===== src/hw/cfg_load_pkg.sv =====
// Constants and types shared by the port configuration word loader.
// How it works
// - Word 58h bit 0 sets port 4 no-soft-reset bit, offset 44h bit 3.
// - Power-management word bits 3:1 load the port's auxiliary current field, 40h bits 24:22.
// - Word bit 4 maps to D1 support, 40h bit 25, which always reads one.
// - Word bit 5 maps to D2 support, 40h bit 26, which always reads one.
// - Word bits 7:6 load PME support for D2/D1, 40h bits 29:28.
// - Word 59h bits 15:8 load port 4 power-management data, 44h bits 31:24.
// - Port 5 uses words 5Ah and 5Bh with port 4's layout.
// - Word 60h bit 1 sets port 0 slot clock bit, D0h bit 28.
// - Port word bit 2 sets the DSI-required bit, 40h bit 21.
// - Port word bit 3 sets the LPVC count bit, 144h bit 4.
// - Port word bits 6:4 load the logical port number, CCh bits 26:24.
// - Port word bits 15:9 load the VC0 traffic-class map, 154h bits 7:1.
// - Word 62h bit 0 sets port 1 slot-implemented bit, C0h bit 24.
// - Word 62h bits 15:1 carry port 1 fields laid out as port 0.
package cfg_load_pkg;
  localparam logic [7:0] WORD_PM_P4 = 8'h58;
  localparam logic [7:0] WORD_DATA_P4 = 8'h59;
  localparam logic [7:0] WORD_PM_P5 = 8'h5a;
  localparam logic [7:0] WORD_DATA_P5 = 8'h5b;
  localparam logic [7:0] WORD_PORT_P0 = 8'h60;
  localparam logic [7:0] WORD_PORT_P1 = 8'h62;
  // Word bit positions.
  localparam int BIT_NSR = 0;
  localparam int BIT_AUX_LO = 1;
  localparam int BIT_PME_LO = 6;
  localparam int BIT_DATA_LO = 8;
  localparam int BIT_SLOT_IMPL = 0;
  localparam int BIT_SLOT_CLK = 1;
  localparam int BIT_DSI = 2;
  localparam int BIT_LPVC = 3;
  localparam int BIT_PNUM_LO = 4;
  localparam int BIT_TCMAP_LO = 9;
  // Values after reset of the loaded fields.
  localparam logic RST_NSR = 1'b0;
  localparam logic [2:0] RST_AUX = 3'h0;
  localparam logic [1:0] RST_PME = 2'h0;
  localparam logic [7:0] RST_DATA = 8'h00;
  localparam logic RST_SLOT_IMPL = 1'b0;
  localparam logic RST_SLOT_CLK = 1'b0;
  localparam logic RST_DSI = 1'b0;
  localparam logic RST_LPVC = 1'b0;
  localparam logic [2:0] RST_PNUM_P0 = 3'h0;
  localparam logic [2:0] RST_PNUM_P1 = 3'h1;
  localparam logic [6:0] RST_TCMAP = 7'h00;
  // Number of words the loader walks through.
  localparam int NUM_WORDS = 6;
  localparam logic [2:0] LAST_IDX = 3'h5;
  typedef struct packed {
    logic nsr;
    logic [2:0] aux;
    logic [1:0] pme;
    logic [7:0] data;
  } pm_fields_t;
  typedef struct packed {
    logic slot_impl;
    logic slot_clk;
    logic dsi;
    logic lpvc;
    logic [2:0] pnum;
    logic [6:0] tcmap;
  } port_fields_t;
endpackage


===== src/hw/mem_read_if.sv =====
// Request and answer between the loader sequencer and the memory port fetcher.
`timescale 1ns/1ns
`default_nettype none
interface mem_read_if;
  logic req;
  logic [7:0] addr;
  logic done;
  logic present;
  logic [15:0] data;
  modport seq (output req, output addr, input done, input present, input data);
  modport fetch (input req, input addr, output done, output present, output data);
endinterface
`default_nettype wire


===== src/hw/word_fetch.sv =====
// Fetches one 16-bit word from the external memory port per request.
`timescale 1ns/1ns
`default_nettype none
module word_fetch (
  input wire logic clock,
  input wire logic rst_n,
  mem_read_if.fetch rd,
  output logic mem_rd,
  output logic [7:0] mem_addr,
  input wire logic mem_ack,
  input wire logic mem_valid,
  input wire logic [15:0] mem_data
);
  typedef struct packed {
    logic busy;
    logic rd;
    logic [7:0] addr;
    logic done;
    logic present;
    logic [15:0] data;
  } fetch_state_t;
  fetch_state_t st_reg;
  fetch_state_t st_next;

  // A request is held open until the memory acknowledges it.
  always_comb begin
    st_next = st_reg;
    st_next.done = 1'b0;
    if (!st_reg.busy && rd.req) begin
      st_next.busy = 1'b1;
      st_next.rd = 1'b1;
      st_next.addr = rd.addr;
    end else if (st_reg.busy && mem_ack) begin
      st_next.busy = 1'b0;
      st_next.rd = 1'b0;
      st_next.done = 1'b1;
      st_next.present = mem_valid;
      st_next.data = mem_data;
    end
  end

  // State register.
  always_ff @(posedge clock or negedge rst_n) begin
    if (!rst_n) begin
      st_reg <= '0;
    end else begin
      st_reg <= st_next;
    end
  end

  assign mem_rd = st_reg.rd;
  assign mem_addr = st_reg.addr;
  assign rd.done = st_reg.done;
  assign rd.present = st_reg.present;
  assign rd.data = st_reg.data;
endmodule
`default_nettype wire


===== src/hw/port_config_word_loader.sv =====
// Loads power-management and port configuration fields from the configuration memory.
`timescale 1ns/1ns
`default_nettype none
module port_config_word_loader (
  input wire logic clock,
  input wire logic rstn,
  output logic mem_rd,
  output logic [7:0] mem_addr,
  input wire logic mem_ack,
  input wire logic mem_valid,
  input wire logic [15:0] mem_data,
  output logic load_done,
  output logic p4_no_soft_reset,
  output logic [2:0] p4_aux_current,
  output logic p4_d1_support,
  output logic p4_d2_support,
  output logic [1:0] p4_pme_d2d1,
  output logic [7:0] p4_pm_data,
  output logic p5_no_soft_reset,
  output logic [2:0] p5_aux_current,
  output logic p5_d1_support,
  output logic p5_d2_support,
  output logic [1:0] p5_pme_d2d1,
  output logic [7:0] p5_pm_data,
  output logic p0_slot_clock,
  output logic p0_dsi_required,
  output logic p0_lpvc_count,
  output logic [2:0] p0_port_number,
  output logic [6:0] p0_vc0_tc_map,
  output logic p1_slot_implemented,
  output logic p1_slot_clock,
  output logic p1_dsi_required,
  output logic p1_lpvc_count,
  output logic [2:0] p1_port_number,
  output logic [6:0] p1_vc0_tc_map
);
  typedef enum logic [3:0] {
    ST_IDLE = 4'h1,
    ST_REQ = 4'h2,
    ST_WAIT = 4'h4,
    ST_DONE = 4'h8
  } seq_state_t;

  typedef struct packed {
    seq_state_t st;
    logic [2:0] idx;
    logic done;
    cfg_load_pkg::pm_fields_t p4;
    cfg_load_pkg::pm_fields_t p5;
    cfg_load_pkg::port_fields_t p0;
    cfg_load_pkg::port_fields_t p1;
  } loader_state_t;

  loader_state_t s_reg;
  loader_state_t s_next;
  logic [1:0] rst_sync_reg;
  logic rst_n;
  mem_read_if rd ();

  // Word address for each step of the load sequence.
  function automatic logic [7:0] word_addr(input logic [2:0] idx);
    unique case (idx)
      3'h0: word_addr = cfg_load_pkg::WORD_PM_P4;
      3'h1: word_addr = cfg_load_pkg::WORD_DATA_P4;
      3'h2: word_addr = cfg_load_pkg::WORD_PM_P5;
      3'h3: word_addr = cfg_load_pkg::WORD_DATA_P5;
      3'h4: word_addr = cfg_load_pkg::WORD_PORT_P0;
      default: word_addr = cfg_load_pkg::WORD_PORT_P1;
    endcase
  endfunction

  // Capability word: no-soft-reset, auxiliary current and PME support.
  function automatic cfg_load_pkg::pm_fields_t load_pm(input cfg_load_pkg::pm_fields_t f,
                                                       input logic [15:0] w);
    cfg_load_pkg::pm_fields_t r;
    r = f;
    r.nsr = w[cfg_load_pkg::BIT_NSR];
    r.aux = w[cfg_load_pkg::BIT_AUX_LO +: 3];
    r.pme = w[cfg_load_pkg::BIT_PME_LO +: 2];
    return r;
  endfunction

  // Port word; slot-implemented is taken only for port 1.
  function automatic cfg_load_pkg::port_fields_t load_port(input cfg_load_pkg::port_fields_t f,
                                                           input logic [15:0] w,
                                                           input logic take_slot);
    cfg_load_pkg::port_fields_t r;
    r = f;
    if (take_slot) begin
      r.slot_impl = w[cfg_load_pkg::BIT_SLOT_IMPL];
    end
    r.slot_clk = w[cfg_load_pkg::BIT_SLOT_CLK];
    r.dsi = w[cfg_load_pkg::BIT_DSI];
    r.lpvc = w[cfg_load_pkg::BIT_LPVC];
    r.pnum = w[cfg_load_pkg::BIT_PNUM_LO +: 3];
    r.tcmap = w[cfg_load_pkg::BIT_TCMAP_LO +: 7];
    return r;
  endfunction

  assign rst_n = rst_sync_reg[1];

  word_fetch u_fetch (
    .clock(clock),
    .rst_n(rst_n),
    .rd(rd.fetch),
    .mem_rd(mem_rd),
    .mem_addr(mem_addr),
    .mem_ack(mem_ack),
    .mem_valid(mem_valid),
    .mem_data(mem_data)
  );

  assign rd.req = (s_reg.st == ST_REQ);
  assign rd.addr = word_addr(s_reg.idx);

  // Sequencer walks every word once after reset; absent words leave defaults.
  always_comb begin
    s_next = s_reg;
    unique case (s_reg.st)
      ST_IDLE: begin
        s_next.st = ST_REQ;
      end
      ST_REQ: begin
        s_next.st = ST_WAIT;
      end
      ST_WAIT: begin
        if (rd.done) begin
          if (rd.present) begin
            unique case (s_reg.idx)
              3'h0: s_next.p4 = load_pm(s_reg.p4, rd.data);
              3'h1: s_next.p4.data = rd.data[cfg_load_pkg::BIT_DATA_LO +: 8];
              3'h2: s_next.p5 = load_pm(s_reg.p5, rd.data);
              3'h3: s_next.p5.data = rd.data[cfg_load_pkg::BIT_DATA_LO +: 8];
              3'h4: s_next.p0 = load_port(s_reg.p0, rd.data, 1'b0);
              default: s_next.p1 = load_port(s_reg.p1, rd.data, 1'b1);
            endcase
          end
          if (s_reg.idx == cfg_load_pkg::LAST_IDX) begin
            s_next.st = ST_DONE;
            s_next.done = 1'b1;
          end else begin
            s_next.idx = s_reg.idx + 3'h1;
            s_next.st = ST_REQ;
          end
        end
      end
      ST_DONE: begin
        s_next.st = ST_DONE;
      end
      default: begin
        s_next.st = ST_IDLE;
      end
    endcase
  end

  // The reset synchroniser runs on the raw reset, so it lives apart from the state struct.
  always_ff @(posedge clock or negedge rstn) begin
    if (!rstn) begin
      rst_sync_reg <= 2'h0;
    end else begin
      rst_sync_reg <= {rst_sync_reg[0], 1'b1};
    end
  end

  // Loader state and loaded fields.
  always_ff @(posedge clock or negedge rst_n) begin
    if (!rst_n) begin
      s_reg.st <= ST_IDLE;
      s_reg.idx <= 3'h0;
      s_reg.done <= 1'b0;
      s_reg.p4 <= {cfg_load_pkg::RST_NSR, cfg_load_pkg::RST_AUX, cfg_load_pkg::RST_PME,
                   cfg_load_pkg::RST_DATA};
      s_reg.p5 <= {cfg_load_pkg::RST_NSR, cfg_load_pkg::RST_AUX, cfg_load_pkg::RST_PME,
                   cfg_load_pkg::RST_DATA};
      s_reg.p0 <= {cfg_load_pkg::RST_SLOT_IMPL, cfg_load_pkg::RST_SLOT_CLK, cfg_load_pkg::RST_DSI,
                   cfg_load_pkg::RST_LPVC, cfg_load_pkg::RST_PNUM_P0, cfg_load_pkg::RST_TCMAP};
      s_reg.p1 <= {cfg_load_pkg::RST_SLOT_IMPL, cfg_load_pkg::RST_SLOT_CLK, cfg_load_pkg::RST_DSI,
                   cfg_load_pkg::RST_LPVC, cfg_load_pkg::RST_PNUM_P1, cfg_load_pkg::RST_TCMAP};
    end else begin
      s_reg <= s_next;
    end
  end

  // Outputs come straight from the state flip-flops; D1/D2 support are fixed ones.
  assign load_done = s_reg.done;
  assign p4_no_soft_reset = s_reg.p4.nsr;
  assign p4_aux_current = s_reg.p4.aux;
  assign p4_d1_support = 1'b1;
  assign p4_d2_support = 1'b1;
  assign p4_pme_d2d1 = s_reg.p4.pme;
  assign p4_pm_data = s_reg.p4.data;
  assign p5_no_soft_reset = s_reg.p5.nsr;
  assign p5_aux_current = s_reg.p5.aux;
  assign p5_d1_support = 1'b1;
  assign p5_d2_support = 1'b1;
  assign p5_pme_d2d1 = s_reg.p5.pme;
  assign p5_pm_data = s_reg.p5.data;
  assign p0_slot_clock = s_reg.p0.slot_clk;
  assign p0_dsi_required = s_reg.p0.dsi;
  assign p0_lpvc_count = s_reg.p0.lpvc;
  assign p0_port_number = s_reg.p0.pnum;
  assign p0_vc0_tc_map = s_reg.p0.tcmap;
  assign p1_slot_implemented = s_reg.p1.slot_impl;
  assign p1_slot_clock = s_reg.p1.slot_clk;
  assign p1_dsi_required = s_reg.p1.dsi;
  assign p1_lpvc_count = s_reg.p1.lpvc;
  assign p1_port_number = s_reg.p1.pnum;
  assign p1_vc0_tc_map = s_reg.p1.tcmap;

  // Port 4 capability fields follow word 58h one cycle after its answer.
  AST_P4_PM_LOAD: assert property (@(posedge clock)
    disable iff (!rst_n)
    (s_reg.st == ST_WAIT && rd.done && rd.present && s_reg.idx == 3'h0) |=>
    (p4_no_soft_reset == $past(rd.data[0]) && p4_aux_current == $past(rd.data[3:1])
     && p4_pme_d2d1 == $past(rd.data[7:6])))
    else $error("Port 4 capability word not loaded.");
  // D1 and D2 support never read as zero.
  AST_D1D2_ONE: assert property (@(posedge clock)
    disable iff (!rst_n)
    p4_d1_support && p4_d2_support && p5_d1_support && p5_d2_support)
    else $error("D1 or D2 support read as zero.");
  // Port 4 data byte follows word 59h.
  AST_P4_DATA: assert property (@(posedge clock)
    disable iff (!rst_n)
    (s_reg.st == ST_WAIT && rd.done && rd.present && s_reg.idx == 3'h1) |=>
    p4_pm_data == $past(rd.data[15:8]))
    else $error("Port 4 data byte not loaded.");
  // Port 5 data byte follows word 5Bh, and port 4's data byte holds.
  AST_P5_LOAD: assert property (@(posedge clock)
    disable iff (!rst_n)
    (s_reg.st == ST_WAIT && rd.done && rd.present && s_reg.idx == 3'h3) |=>
    p5_pm_data == $past(rd.data[15:8]) && $stable(p4_pm_data))
    else $error("Port 5 data byte not loaded.");
  // Port 0 word fields land in place.
  AST_P0_LOAD: assert property (@(posedge clock)
    disable iff (!rst_n)
    (s_reg.st == ST_WAIT && rd.done && rd.present && s_reg.idx == 3'h4) |=>
    (p0_slot_clock == $past(rd.data[1]) && p0_dsi_required == $past(rd.data[2])
     && p0_lpvc_count == $past(rd.data[3]) && p0_port_number == $past(rd.data[6:4])
     && p0_vc0_tc_map == $past(rd.data[15:9])))
    else $error("Port 0 word not loaded.");
  // Port 1 word, slot-implemented included.
  AST_P1_LOAD: assert property (@(posedge clock)
    disable iff (!rst_n)
    (s_reg.st == ST_WAIT && rd.done && rd.present && s_reg.idx == 3'h5) |=>
    (p1_slot_implemented == $past(rd.data[0]) && p1_vc0_tc_map == $past(rd.data[15:9])
     && p1_port_number == $past(rd.data[6:4]) && load_done))
    else $error("Port 1 word not loaded.");
  // An absent word leaves fields untouched.
  AST_ABSENT_KEEP: assert property (@(posedge clock)
    disable iff (!rst_n)
    (rd.done && !rd.present) |=> $stable(p0_vc0_tc_map) && $stable(p4_pm_data)
    && $stable(p1_port_number))
    else $error("Absent word changed a field.");
  // Done only rises once the last word was answered, and then holds for four more cycles.
  AST_DONE_HOLD: assert property (@(posedge clock)
    disable iff (!rst_n)
    $rose(load_done) |-> $past(s_reg.idx) == 3'h5 ##1 load_done [*4])
    else $error("Load done rose early or dropped.");
endmodule
`default_nettype wire


===== config.mk =====
export PLATFORM = sky130hd
export DESIGN_NAME = port_config_word_loader
export DESIGN_NICKNAME = d
export VERILOG_FILES = /design/src/hw/cfg_load_pkg.sv /design/src/hw/mem_read_if.sv /design/src/hw/word_fetch.sv /design/src/hw/port_config_word_loader.sv
export SDC_FILE = /design/constraint.sdc
export NUM_CORES = 1
export LEC_CHECK = 0
export BUFFER_PORTS_ARGS = -buffer_cell sky130_fd_sc_hd__buf_2
export CAP_MARGIN = 20
export CORE_MARGIN = 4
export CORE_UTILIZATION = 45
export DETAILED_ROUTE_END_ITERATION = 10
export PLACE_DENSITY_LB_ADDON = 0.12
export SLEW_MARGIN = 30
export SYNTH_ARGS = -nofsm -noshare
export SYNTH_HDL_FRONTEND = slang
export SYNTH_SLANG_ARGS = --single-unit

===== constraint.sdc =====
create_clock -name clock -period 5.1 [get_ports clock]
set_input_delay 0.51 -clock clock [delete_from_list [all_inputs] [get_ports clock]]
set_output_delay 0.51 -clock clock [all_outputs]
set_load 0.02 [all_outputs]

==> results.md <==
- Startpoint type of the worst setup path: register
- Hold/Removal Path Class: register to asynchronous set/reset pin
- Post-route clock skew: 11.06 ps
- Std cell rows: 34
- Most common flop cell mapped by yosys: sky130_fd_sc_hd__dfrtp_1
- Final worst-path cycle share: 41.95%
- Clock transition at the register clock pins on the worst setup and hold paths after CTS: 90 ps
- Class of the most critical setup path: register to register
- Wire length of the first global-routing pass: 11.33 mm
- CP Data Arrival Time: 2380 ps
- Wire per inst: 16.41 um
- Endpoint type of the worst setup path: register
- Leakage power total: 0.002292 uW
- Setup tns final: 0 ps
- Diodes inserted: 0
- CTS H-tree depth: 3
- Async set-or-reset flop fraction in the synthesized netlist: 100.0%
- Chip Height: 102.3 um
- Remaining routing DRC violations: 0
- Mean cell area of the mapped netlist: 14.24 sq um
- Crit-path max FO: 14
- Setup violations, final: 0
- Max rail drop VDD: 0.1892 mV
- Later-pin clock latency in the skew report: 360 ps
- Filler cell count in the final layout: 797
- Synthesized cell area: 4003 sq um
- Clock root buffer: sky130_fd_sc_hd__clkbuf_8
- Rel. slew slack: 38.64%
- Vias after detailed routing: 2110
- Most numerous cell types in the synthesized netlist: sky130_fd_sc_hd__dfrtp_1 (87), sky130_fd_sc_hd__mux2_2 (65), sky130_fd_sc_hd__buf_4 (53), sky130_fd_sc_hd__mux2_4 (10)
- I/O Buffers: 82
- Critical Path Max Stage Delay: 450 ps
- Reg-to-reg slack, setup: 2960 ps
- Number of top-level pins: 89
- Core Footprint: 8678 sq um
- Total congestion overflow: 0
- Distinct cell type count of the synthesized netlist: 44
- Status: finished clean
- Post-synthesis cell count: 281
- Total Power: 1804 uW
- Detailed-routing iteration count for the pre-antenna-repair pass: 4
- Placer congestion estimate: 0.7033
- Buffers from clock root to sink, at most: 2
- Unrepaired setup endpoints after global routing: no
- Part of the Yosys area used for sequential elements: 55.70%
- DIE AREA: 10470 sq um
- Fin cells: 432
- Final Hold Violating Endpoints: 0
- Final HPWL from detailed placement: 4.865 mm
- Total clock buffers created by CTS: 9
- Crit-path cells: clkinv_1, ha_1, nor2_1, nand4_4, mux2_2
- Maximum number of pins on one net before global-route repair: 47
- Layout cell share with drive strength beyond 1: 56.79%
- Antenna violations before repair: 1
- Number of synthesized flops with an enable pin: 0
- TritonCTS clock tree: built
- Power per Cell Area: 418.5 nW/um^2
- Area Overhead vs Synth: 7.721%
- Via count of the first global-routing pass: 2174
- Total Routing Usage GR: 14.31%
- Starting utilization of the core area: 46.12%
- Cell area after placement: 4098 sq um
- Total number of nets in the final design: 344
- Inst Count DP: 415
- Number of max-capacitance violations reported: 0
- Cell type contributing the most total cell area after synthesis: sky130_fd_sc_hd__dfrtp_1
- Most used standard cell by instance count after synthesis: sky130_fd_sc_hd__dfrtp_1
- Initial DRC count: 63
- Largest cells by area after synthesis: sky130_fd_sc_hd__dfrtp_1 (54%), sky130_fd_sc_hd__mux2_2 (18%), sky130_fd_sc_hd__buf_4 (9.9%), sky130_fd_sc_hd__mux2_4 (3.8%), sky130_fd_sc_hd__ha_1 (1.6%)
- Synthesized flop and latch total: 89
- Critical Path Slowest Stage Cell: sky130_fd_sc_hd__dfrtp_1
- Flip-flop count of the largest register, all copies and words added: 16
- TritonCTS Sinks: 89
- Shortest clock period the worst path allows after layout: 2140 ps
- Achievable Freq: 0.4674 GHz
- Post-synth top area share: 54.39%
- Count of buffer and inverter cells on the critical path: 1
- Final number of max-transition violations: 0
- Width of the die: 102.3 um
- Remaining antenna violation count: 0
- Kind of cell with the highest combined delay on the critical path: simple AND/OR/NAND/NOR gates
- Post-detailed-route via-to-cell ratio: 4.884
- Total of warnings raised by yosys: 0
- Slew of the pin with the lowest slew margin: 918.2 ps
- Required time at the endpoint of the critical path: 5340 ps
- Total Routed Length: 7.088 mm
- Cell area after layout: 4312 sq um
- Sequential standard cell area: 2233 sq um
- Buffers inserted during post-CTS setup optimization: 0
- Multi-input gate area: 1289 sq um
-- area by class of cell --
class	count	area share (%)
clock inverters	6	1.538
flip-flops and latches	89	51.80
repair buffers	84	9.925
clock buffers	10	3.192
well taps	108	3.134
inverters	6	0.5223
multi-input cells	129	29.89
-- cell families after synthesis --
family	count (synthesis)	share of synthesized area (%)
xor+xnor	2	0.4377
other cells	2	0.1876
compound gates	13	2.313
buf+inv	68	12.57
fa+ha+maj	5	1.563
mux	77	22.54
simple gates	25	4.689
flops	89	55.70
-- metrics by stage --
step	util (%)	setup slack, ps	hold slack (ps)
after floorplan	-	2441	214.4
after global placement	47.22	2999	296.2
after detailed placement	47.22	2959	298.4
after CTS	49.68	2941	358.5
after global routing	49.68	2749	360.3
final	49.68	2960	337.9
-- placed cells by master (no fill, tap or decap), drive strengths merged, types with 2 or more instances in the layout --
master | synthesis | routed
inv | 5 | 6
nor3 | 3 | 3
clkinv | 1 | 2
dfrtp | 87 | 87
mux2i | 2 | 2
nand4 | 4 | 4
o21ai | 3 | 3
conb | 2 | 7
ha | 5 | 5
mux2 | 75 | 75
o21bai | 2 | 2
clkbuf | 2 | 10
nor2 | 4 | 4
dfstp | 2 | 2
clkinvlp | 0 | 3
buf | 60 | 83
nand2 | 2 | 2
-- final timing paths --
path,startpoint,endpoint,cells past startpoint
worst min-delay path,rst_sync_reg[1],u_fetch.rd.done,0
worst min register to register,rst_sync_reg[1],u_fetch.rd.done,0
max in group asynchronous,rst_sync_reg[1],p1_vc0_tc_map[4],1
worst max-delay path,s_reg[59],p1_vc0_tc_map[3],5
worst max register to register,s_reg[59],p1_vc0_tc_map[3],5
min in group clock,rst_sync_reg[0],rst_sync_reg[1],0
-- repair_timing --
item / CTS / global route
setup endpoints to repair: 0 / 0
resized for setup: 0 / 0
hold buffers: 1 / 0
endpoints found under the hold margin: 2 / 0
-- power breakdown --
group | switching (uW) | internal [uW] | leakage [uW]
Combinational | 172 | 174 | 0.00104
Clock | 251 | 240 | 0.0000949
Sequential | 128 | 839 | 0.00116
Total | 551 | 1250 | 0.00229
-- metal layers --
layer,vias to the layer above,global-route usage [%],share of wire (%)
met2,66,20.89,44
li1,985,-,-
met3,14,4.778,7.4
met4,2,5.146,1.5
met1,1043,19.95,47
met5,-,0,0.28
Power figures use the tool's default switching activity.
